<file path="src/eetws_unused_guard.sv">
`timescale 1ns/1ps

</file>
<file path="src/eetws_pkg.sv">
// package for the two-wire memory slave: constants, states, helpers
// assumes a single 10 MHz core clock sampling the bus pins
package eetws_pkg;

  localparam int unsigned CLK_PERIOD_NS = 100;
  // programming cycle length; no figure is fixed, plain default
  localparam int unsigned WRITE_TIME_NS = 10000000;
  localparam int unsigned ADDR_W        = 8;
  localparam int unsigned DATA_W        = 8;
  localparam int unsigned PAGE_LSB_W    = 3;
  localparam logic [3:0]  PAGE_BYTES    = 4'h8;
  localparam logic [3:0]  BYTE_BITS     = 4'h8;
  localparam int unsigned FIFO_DEPTH    = 2;
  // device type code; value is arbitrary
  localparam logic [5:0]  DEV_TYPE_DEF  = 6'h2A;
  localparam logic        SDA_LOW       = 1'b0;

  typedef enum logic [2:0] {
    ST_IDLE,
    ST_DEVW,
    ST_MADDR,
    ST_WDATA,
    ST_ACK,
    ST_RDATA,
    ST_RACK,
    ST_PROG
  } eetws_state_e;

  // least time to whole clock cycles, never below one
  function automatic int unsigned eetws_cycles(input int unsigned ns);
    int unsigned c;
    c = (ns + CLK_PERIOD_NS - 1) / CLK_PERIOD_NS;
    return (c == 0) ? 1 : c;
  endfunction

  // next address inside the same page
  function automatic logic [7:0] eetws_page_inc(input logic [7:0] a);
    return {a[7:3], 3'(a[2:0] + 3'h1)};
  endfunction

endpackage

</file>
<file path="src/eetws_mem.sv">
// nonvolatile byte array: one write port, one registered read port
// assumes the caller sequences writes; no reset on the array itself
`timescale 1ns/1ps
`default_nettype none
module eetws_mem
  import eetws_pkg::*;
#(
  parameter int unsigned AW = ADDR_W,
  parameter int unsigned DW = DATA_W
)
(
  input  wire logic          ref_clk,
  input  wire logic          rst_b,
  input  wire logic          wr_en,
  input  wire logic [AW-1:0] wr_addr,
  input  wire logic [DW-1:0] wr_data,
  input  wire logic [AW-1:0] rd_addr,
  output var  logic [DW-1:0] rd_data
);

  logic [DW-1:0] cells [0:(1<<AW)-1];

  always_ff @(posedge ref_clk)
  begin
    if (wr_en)
    begin
      cells[wr_addr] <= wr_data;
    end
  end

  always_ff @(posedge ref_clk or negedge rst_b)
  begin
    if (!rst_b)
    begin
      rd_data <= '0;
    end
    else
    begin
      rd_data <= cells[rd_addr];
    end
  end

endmodule
`default_nettype wire

</file>
<file path="src/eetws_slave.sv">
// two-wire slave front end of a 256-byte nonvolatile memory
// assumes scl and sda come from pins; the bench resolves the open-drain wire
//
// Summary of operation
// - data falling while clock high is a start; needed before commands
// - data rising while clock high is a stop ending the transfer
// - stop after a read puts the device into standby
// - device pulls data low on ninth clock for each received byte
// - standby after power-on, after stop, after internal work ends
// - address word: six-bit type code, select bit, direction bit, msb first
// - direction high means read, low means write
// - acknowledge only on type and select match, else back to standby
// - write mode: memory address then data bytes, each acknowledged
// - stop after write data starts the timed page programming
// - serial inputs ignored while programming runs
// - page write: up to seven more bytes after the first
// - write address wraps inside its page, never crosses it
// - staged bytes committed only when write ends with a stop
// - no acknowledge to polling while programming; proceed after
// - address register holds last address plus one; reads wrap at top, writes wrap inside their page
// - current read sends byte at internal address; master nacks, stops
// - keep sending successive bytes while master acknowledges, wrap at top
// - 32 pages of eight: high five bits page, low three bits byte
// - after master nack the device releases the data line
`timescale 1ns/1ps
`default_nettype none
module eetws_slave
  import eetws_pkg::*;
#(
  parameter int unsigned T_WRITE_NS = WRITE_TIME_NS,
  parameter logic [5:0]  DEV_TYPE   = DEV_TYPE_DEF,
  parameter int unsigned FDEPTH     = FIFO_DEPTH
)
(
  input  wire logic ref_clk,
  input  wire logic rst_b,
  input  wire logic scl,
  input  wire logic sda_in,
  output var  logic sda_out,
  output var  logic sda_oe,
  input  wire logic device_select_pin,
  output var  logic standby,
  output var  logic busy
);

  localparam int unsigned T_WR_CYC = eetws_cycles(T_WRITE_NS);
  localparam int unsigned PW       = $clog2(T_WR_CYC + 1);
  localparam int unsigned FPW      = (FDEPTH > 1) ? $clog2(FDEPTH) : 1;
  localparam logic [PW-1:0] PROG_LAST = PW'(T_WR_CYC - 1);

  // pin synchronisers
  logic scl_m, scl_s, scl_d, sda_m, sda_s, sda_d, sel_m, sel_s;
  always_ff @(posedge ref_clk or negedge rst_b)
  begin
    if (!rst_b)
    begin
      {scl_m, scl_s, scl_d} <= 3'h7;
      {sda_m, sda_s, sda_d} <= 3'h7;
      {sel_m, sel_s}        <= 2'h0;
    end
    else
    begin
      {scl_m, scl_s, scl_d} <= {scl, scl_m, scl_s};
      {sda_m, sda_s, sda_d} <= {sda_in, sda_m, sda_s};
      {sel_m, sel_s}        <= {device_select_pin, sel_m};
    end
  end

  logic scl_rise, scl_fall, start_ev, stop_ev;
  assign scl_rise = scl_s & ~scl_d;
  assign scl_fall = ~scl_s & scl_d;
  assign start_ev = scl_s & scl_d & sda_d & ~sda_s;
  assign stop_ev  = scl_s & scl_d & ~sda_d & sda_s;

  eetws_state_e       state, next_state, after, next_after;
  logic [3:0]         bitcnt, next_bitcnt, fetch_cnt, next_fetch_cnt;
  logic [7:0]         shift, next_shift, addr_reg, next_addr_reg;
  logic               next_sda_oe, dirty, next_dirty, fetching, next_fetching;
  logic               host_ack, next_host_ack;
  logic [PW-1:0]      prog_cnt, next_prog_cnt;
  logic [7:0]         shadow [0:7];
  logic [7:0]         next_shadow [0:7];
  logic               mem_we;
  logic [7:0]         mem_waddr, mem_wdata, mem_raddr, mem_rdata;
  logic               push, pop, fifo_in_ready, dev_match;
  logic [7:0]         fifo_mem [0:FDEPTH-1];
  logic [FPW-1:0]     fifo_wp, fifo_rp, next_fifo_wp, next_fifo_rp;
  logic [FPW:0]       fifo_cnt, next_fifo_cnt;

  assign fifo_in_ready = (fifo_cnt != (FPW+1)'(FDEPTH));
  assign dev_match = (shift[7:2] == DEV_TYPE) && (shift[1] == sel_s);
  assign mem_raddr = fetching ? {addr_reg[7:3], fetch_cnt[2:0]} : addr_reg;

  eetws_mem u_mem (
    .ref_clk (ref_clk),
    .rst_b   (rst_b),
    .wr_en   (mem_we),
    .wr_addr (mem_waddr),
    .wr_data (mem_wdata),
    .rd_addr (mem_raddr),
    .rd_data (mem_rdata)
  );

  always_comb
  begin
    next_state     = state;
    next_after     = after;
    next_bitcnt    = bitcnt;
    next_shift     = shift;
    next_addr_reg  = addr_reg;
    next_sda_oe    = sda_oe;
    next_dirty     = dirty;
    next_fetching  = fetching;
    next_fetch_cnt = fetch_cnt;
    next_host_ack  = host_ack;
    next_prog_cnt  = prog_cnt;
    next_shadow    = shadow;
    push           = 1'b0;
    pop            = 1'b0;
    mem_we         = 1'b0;
    mem_waddr      = {addr_reg[7:3], prog_cnt[2:0]};
    mem_wdata      = shadow[prog_cnt[2:0]];
    // page shadow: fetch first, then drain staged bytes
    if (fetching)
    begin
      if (fetch_cnt != 4'h0)
      begin
        next_shadow[3'(fetch_cnt - 4'h1)] = mem_rdata;
      end
      next_fetch_cnt = fetch_cnt + 4'h1;
      next_fetching  = (fetch_cnt != PAGE_BYTES);
    end
    else if (fifo_cnt != '0)
    begin
      pop = 1'b1;
      next_shadow[addr_reg[2:0]] = fifo_mem[fifo_rp];
      next_addr_reg = eetws_page_inc(addr_reg);
      next_dirty    = 1'b1;
    end
    if (state == ST_PROG)
    begin
      // programming owns the bus side; pins are not looked at
      mem_we        = (prog_cnt < PW'(PAGE_BYTES));
      next_prog_cnt = prog_cnt + PW'(1);
      if (prog_cnt == PROG_LAST)
      begin
        next_state = ST_IDLE;
        next_dirty = 1'b0;
      end
    end
    else if (start_ev)
    begin
      next_state  = ST_DEVW;
      next_bitcnt = 4'h0;
      next_sda_oe = 1'b0;
      next_dirty  = 1'b0;
    end
    else if (stop_ev)
    begin
      next_sda_oe   = 1'b0;
      next_prog_cnt = '0;
      next_state    = next_dirty ? ST_PROG : ST_IDLE;
    end
    else
    begin
      case (state)
        ST_DEVW, ST_MADDR, ST_WDATA:
        begin
          if (scl_rise && bitcnt != BYTE_BITS)
          begin
            next_shift  = {shift[6:0], sda_s};
            next_bitcnt = bitcnt + 4'h1;
          end
          else if (scl_fall && bitcnt == BYTE_BITS)
          begin
            next_bitcnt = 4'h0;
            next_state  = ST_ACK;
            next_sda_oe = 1'b1;
            if (state == ST_DEVW)
            begin
              next_after = shift[0] ? ST_RDATA : ST_MADDR;
              if (!dev_match)
              begin
                next_state  = ST_IDLE;
                next_sda_oe = 1'b0;
              end
            end
            else if (state == ST_MADDR)
            begin
              next_addr_reg  = shift;
              next_fetching  = 1'b1;
              next_fetch_cnt = 4'h0;
              next_after     = ST_WDATA;
            end
            else if (fifo_in_ready)
            begin
              push       = 1'b1;
              next_after = ST_WDATA;
            end
            else
            begin
              next_state  = ST_IDLE;
              next_sda_oe = 1'b0;
            end
          end
        end
        ST_ACK:
        begin
          if (scl_fall)
          begin
            next_sda_oe = 1'b0;
            next_state  = after;
            if (after == ST_RDATA)
            begin
              next_shift    = mem_rdata;
              next_sda_oe   = ~mem_rdata[7];
              next_addr_reg = addr_reg + 8'h01;
              next_bitcnt   = 4'h1;
            end
          end
        end
        ST_RDATA:
        begin
          if (scl_fall)
          begin
            if (bitcnt == BYTE_BITS)
            begin
              next_sda_oe = 1'b0;
              next_state  = ST_RACK;
            end
            else
            begin
              next_sda_oe = ~shift[6];
              next_shift  = {shift[6:0], 1'b0};
              next_bitcnt = bitcnt + 4'h1;
            end
          end
        end
        ST_RACK:
        begin
          if (scl_rise)
          begin
            next_host_ack = ~sda_s;
          end
          else if (scl_fall)
          begin
            if (host_ack)
            begin
              next_state    = ST_RDATA;
              next_shift    = mem_rdata;
              next_sda_oe   = ~mem_rdata[7];
              next_addr_reg = addr_reg + 8'h01;
              next_bitcnt   = 4'h1;
            end
            else
            begin
              next_state  = ST_IDLE;
              next_sda_oe = 1'b0;
            end
          end
        end
        default:
        begin
          next_state = state;
        end
      endcase
    end
  end

  always_ff @(posedge ref_clk or negedge rst_b)
  begin
    if (!rst_b)
    begin
      state     <= ST_IDLE;
      after     <= ST_IDLE;
      bitcnt    <= 4'h0;
      shift     <= 8'h00;
      addr_reg  <= 8'h00;
      sda_oe    <= 1'b0;
      sda_out   <= SDA_LOW;
      dirty     <= 1'b0;
      fetching  <= 1'b0;
      fetch_cnt <= 4'h0;
      host_ack  <= 1'b0;
      prog_cnt  <= '0;
      shadow    <= '{default: 8'h00};
      standby   <= 1'b1;
      busy      <= 1'b0;
    end
    else
    begin
      state     <= next_state;
      after     <= next_after;
      bitcnt    <= next_bitcnt;
      shift     <= next_shift;
      addr_reg  <= next_addr_reg;
      sda_oe    <= next_sda_oe;
      sda_out   <= SDA_LOW;
      dirty     <= next_dirty;
      fetching  <= next_fetching;
      fetch_cnt <= next_fetch_cnt;
      host_ack  <= next_host_ack;
      prog_cnt  <= next_prog_cnt;
      shadow    <= next_shadow;
      standby   <= (next_state == ST_IDLE);
      busy      <= (next_state == ST_PROG);
    end
  end

  // two-entry staging buffer between byte receiver and page shadow
  always_comb
  begin
    next_fifo_wp  = push ? FPW'(fifo_wp + 1'b1) : fifo_wp;
    next_fifo_rp  = pop ? FPW'(fifo_rp + 1'b1) : fifo_rp;
    next_fifo_cnt = fifo_cnt + (FPW+1)'(push) - (FPW+1)'(pop);
  end

  always_ff @(posedge ref_clk or negedge rst_b)
  begin
    if (!rst_b)
    begin
      fifo_wp  <= '0;
      fifo_rp  <= '0;
      fifo_cnt <= '0;
      fifo_mem <= '{default: 8'h00};
    end
    else
    begin
      fifo_wp  <= next_fifo_wp;
      fifo_rp  <= next_fifo_rp;
      fifo_cnt <= next_fifo_cnt;
      if (push)
      begin
        fifo_mem[fifo_wp] <= shift;
      end
    end
  end
endmodule
`default_nettype wire

</file>
<file path="config.mk">
export PLATFORM = sky130hd
export DESIGN_NAME = eetws_slave
export DESIGN_NICKNAME = d
export VERILOG_FILES = /design/src/eetws_unused_guard.sv /design/src/eetws_pkg.sv /design/src/eetws_mem.sv /design/src/eetws_slave.sv
export SDC_FILE = /design/constraint.sdc
export NUM_CORES = 2
export LEC_CHECK = 0
export ABC_AREA = 1
export BUFFER_PORTS_ARGS = -buffer_cell sky130_fd_sc_hd__buf_4
export CAP_MARGIN = 20
export CORE_MARGIN = 2
export CORE_UTILIZATION = 51
export CTS_BUF_LIST = sky130_fd_sc_hd__clkbuf_8
export DETAILED_ROUTE_END_ITERATION = 8
export PLACE_DENSITY = 0.75
export SYNTH_ARGS = -nofsm -noshare
export SYNTH_HDL_FRONTEND = slang
export SYNTH_HIERARCHICAL = 1
export SYNTH_SLANG_ARGS = --single-unit
</file>
<file path="constraint.sdc">
create_clock -name ref_clk -period 13.72 [get_ports ref_clk]
set_input_delay 2.744 -clock ref_clk [delete_from_list [all_inputs] [get_ports ref_clk]]
set_output_delay 2.744 -clock ref_clk [all_outputs]
set_load 0.005 [all_outputs]
</file>
==> flow_summary.yaml <==
run_status:
  status: "finished, violations left"
  violations: "slew limit"
yosys:
  synth_top_area_cell: "edfxtp_1"
  seq_area_frac_synth_pct: 71.41
  async_flop_share_pct: 6.951
  synth-edff-count: 2048
  synthesis.nets: 8079
  ys_ff_latch: 2201
  synthTopCellsByCount: "2392 x nand2_1, 2057 x nand3_1, 2048 x edfxtp_1"
  yosysMostFrequentCell: "nand2_1"
  synth_area_sq_um: 91500
  synth_area_leaders: "edfxtp_1 67%, nand3_1 11%, nand2_1 9.8%, dfrtp_1 4.0%, buf_2 1.7%"
  yosys_warnings: 6
  synth_cells: 8066
  syn-mean-instance-area_sq_um: 11.34
  yosysUniqueCellTypes: 55
  netlist.area_leader.share_pct: 67.21
  synth_ff_type: "edfxtp_1"
sta:
  slew-limit-headroom_pct: -0.6407
  rsz0062_at_grt: "no"
  max_slew.worst_pin.slew_ns: 1.510
  fin_worst_skew_ns: 0.1080
  hold_viol_final: 0
  timing.final.crit_share_pct: 51.65
  slew_violations: 19
  setup_total_negative_slack_ns: 0
  clock.fmax_mhz: 141.1
  timing.hold.ws_ns: 0.3602
  fin_crit_ns: 7.087
  final-setup-viol-count: 0
critical_path:
  crit_top_cell: "nand3_1"
  crit_required_ns: 14.69
  r2r-end: "u_mem/rd_data[7]"
  r2r_setup_slack_ns: 6.63
  crit_path_max_fanout: 202
  worstPathArrival_ns: 8.05
  r2r_start: "fetching"
  r2r_cells: 17
  endpoint_kind: "register"
  slowest_delay_ns: 1.03
  worstPathCellList: "nand2_1 -> o21ai_4 -> buf_4 -> buf_12 -> buf_4 -> buf_4 -> buf_4 -> nand2_1 -> nand3_1 -> nand3_1 -> nand3_1 -> nand3_1 -> nand3_1 -> nand3_1 -> nand2_1 -> nand2_1 -> nand2_1"
  start_kind: "register"
  crit_start: "fetching"
  slowest_stage: "dfrtp_1"
  path_class: "reg -> reg"
cells_and_area:
  largestRegisters: "u_mem/cells (2048), shadow (64), prog_cnt (17)"
  fin_nets: 8009
  num-fill-cells: 14364
  areaGrowthSynthToFinish_pct: 8.662
  largest_reg_flops: 2048
  stdcell_count: 10616
  drive_above_1_share_pct: 7.221
  regMostFlops: "u_mem/cells"
min_path:
  holdPathStages: 0
  hold_class: "reg -> reg"
  min_to: "scl_s"
  worstHoldStart: "scl_m"
routing:
  drc: 0
  wl_per_cell_um: 23.00
  wirelength_mm: 244.2
  drt_iter0_drc: 10066
  vias_per_cell: 6.014
  ant_nets: 0
  first_pass_iters: 6
  vias: 63849
global_route:
  track_usage_pct: 26.42
  grt_overflow_total: 0
  grt_pass1_vias: 61092
  grt_max_degree: 247
  grt_pass1_wl_mm: 368.7
  antenna_found_initial: 5
floorplan:
  die_x_um: 427.6
  ioPinCount: 9
  die_h_um: 427.6
  die_area_sq_um: 182800
  initial_core_util_pct: 51.28
  core_sq_um: 178400
  num_rows: 155
placement:
  dp_cells: 9984
  dp_hpwl_mm: 132.2
  io_buffer_count: 7
  place.gp.congestion: 0.9037
power:
  vdd_ir_drop_max_uv: 615.9
  power_density_nw_per_um2: 258.6
  p_leak_nw: 35.49
job:
  cap_viol_max_count: 0
clocking:
  clock_sinks: 2201
  post_cts_buffers: 0
  cts_resized: 0
  clock-root-buffer: "clkbuf_8"
  clock_path_buffers: 4
  cts_buffers: 363
  clk_transition_reported_paths_ns: 0.06
  cts_max_level: 5
  holdBufCountCts: 0
  insertion_delay_ns: 1.08
  cts_tree: "yes"
[cells by family after synthesis]
group           Yosys count  share of synthesized area [%]
xor+xnor                 15                         0.1436
buf+inv                 704                          3.549
flops                  2201                          71.41
simple gates           4847                          22.95
other cells               1                       0.004099
compound gates          287                          1.808
mux                       3                        0.03282
fa+ha+maj                 8                         0.1094
[layout by cell type, fill, tap and decap left out, types with 9 or more instances in the layout]
master / count
nand2_1: 2389
nand3_1: 2057
edfxtp_1: 2048
clkbuf_8: 383
nor2_1: 342
inv_1: 265
dfrtp_1: 144
o21ai_0: 101
clkinv_1: 89
o22ai_1: 70
buf_4: 65
a21oi_1: 53
clkinv_2: 42
o21ai_1: 17
buf_12: 16
nor3_1: 13
nand2_2: 12
xor2_1: 11
inv_2: 9
a221oi_1: 9
[worst max-delay path, delay by kind of cell, from the launching register on]
kind	cells	cell delay, ns
AO/OA/AOI/OAI	1	0.12
flip-flops	1	1.03
buffers and inverters	5	4.06
AND/OR/NAND/NOR	11	1.55
[where the power goes]
part	total [mW]	switching, mW	internal (mW)	leakage, nW
Combinational	10.6	8.34	2.30	11.3
Sequential	9.82	0.146	9.67	20.5
Clock	5.24	2.53	2.72	3.72
[routing by layer]
| metal | vias up | GRT usage (%) | share of wire, % |
|---|---|---|---|
| met5 | - | 0 | 0 |
| met4 | 0 | 12.36 | 4.3 |
| met3 | 681 | 6.181 | 12 |
| met2 | 4227 | 40.08 | 46 |
| met1 | 30643 | 36.33 | 38 |
| li1 | 28298 | - | - |
[metrics by stage]
step | power (mW) | instance area, sq um | setup WS [ns] | utilization (%)
floorplan | 17.64 | 91500 | 3.329 | -
finish | 25.71 | 99420 | 6.633 | 55.72
CTS | 25.45 | 99380 | 6.870 | 55.70
global placement | 20.03 | 92890 | 6.972 | 52.06
detailed placement | 20.27 | 92900 | 6.839 | 52.07
global route | 26.82 | 99410 | 6.264 | 55.72
[worst max-delay path by stage]
| stage | endpoint | slack, ns | cells after the start |
|---|---|---|---|
| after global routing | u_mem/rd_data[4] | 6.26 | 17 |
| after global placement | u_mem/rd_data[0] | 6.97 | 17 |
| after CTS | u_mem/rd_data[0] | 6.87 | 17 |
| after detailed placement | u_mem/rd_data[0] | 6.84 | 17 |
| after floorplan | u_mem/cells[0][0] | 3.33 | 5 |
| final | u_mem/rd_data[7] | 6.63 | 17 |
[final cells by class]
class                   count  area (sq um)  area share [%]
diodes                      7         17.52         0.01762
clock buffers             383          5271           5.302
clock inverters           240          1207           1.214
inverters                 186         733.2          0.7375
multi-input cells        5161         23080           23.21
flip-flops and latches   2201         65340           65.72
well taps                2355          2947           2.964
repair buffers             83         824.5          0.8293
Power figures use the tool's default switching activity.
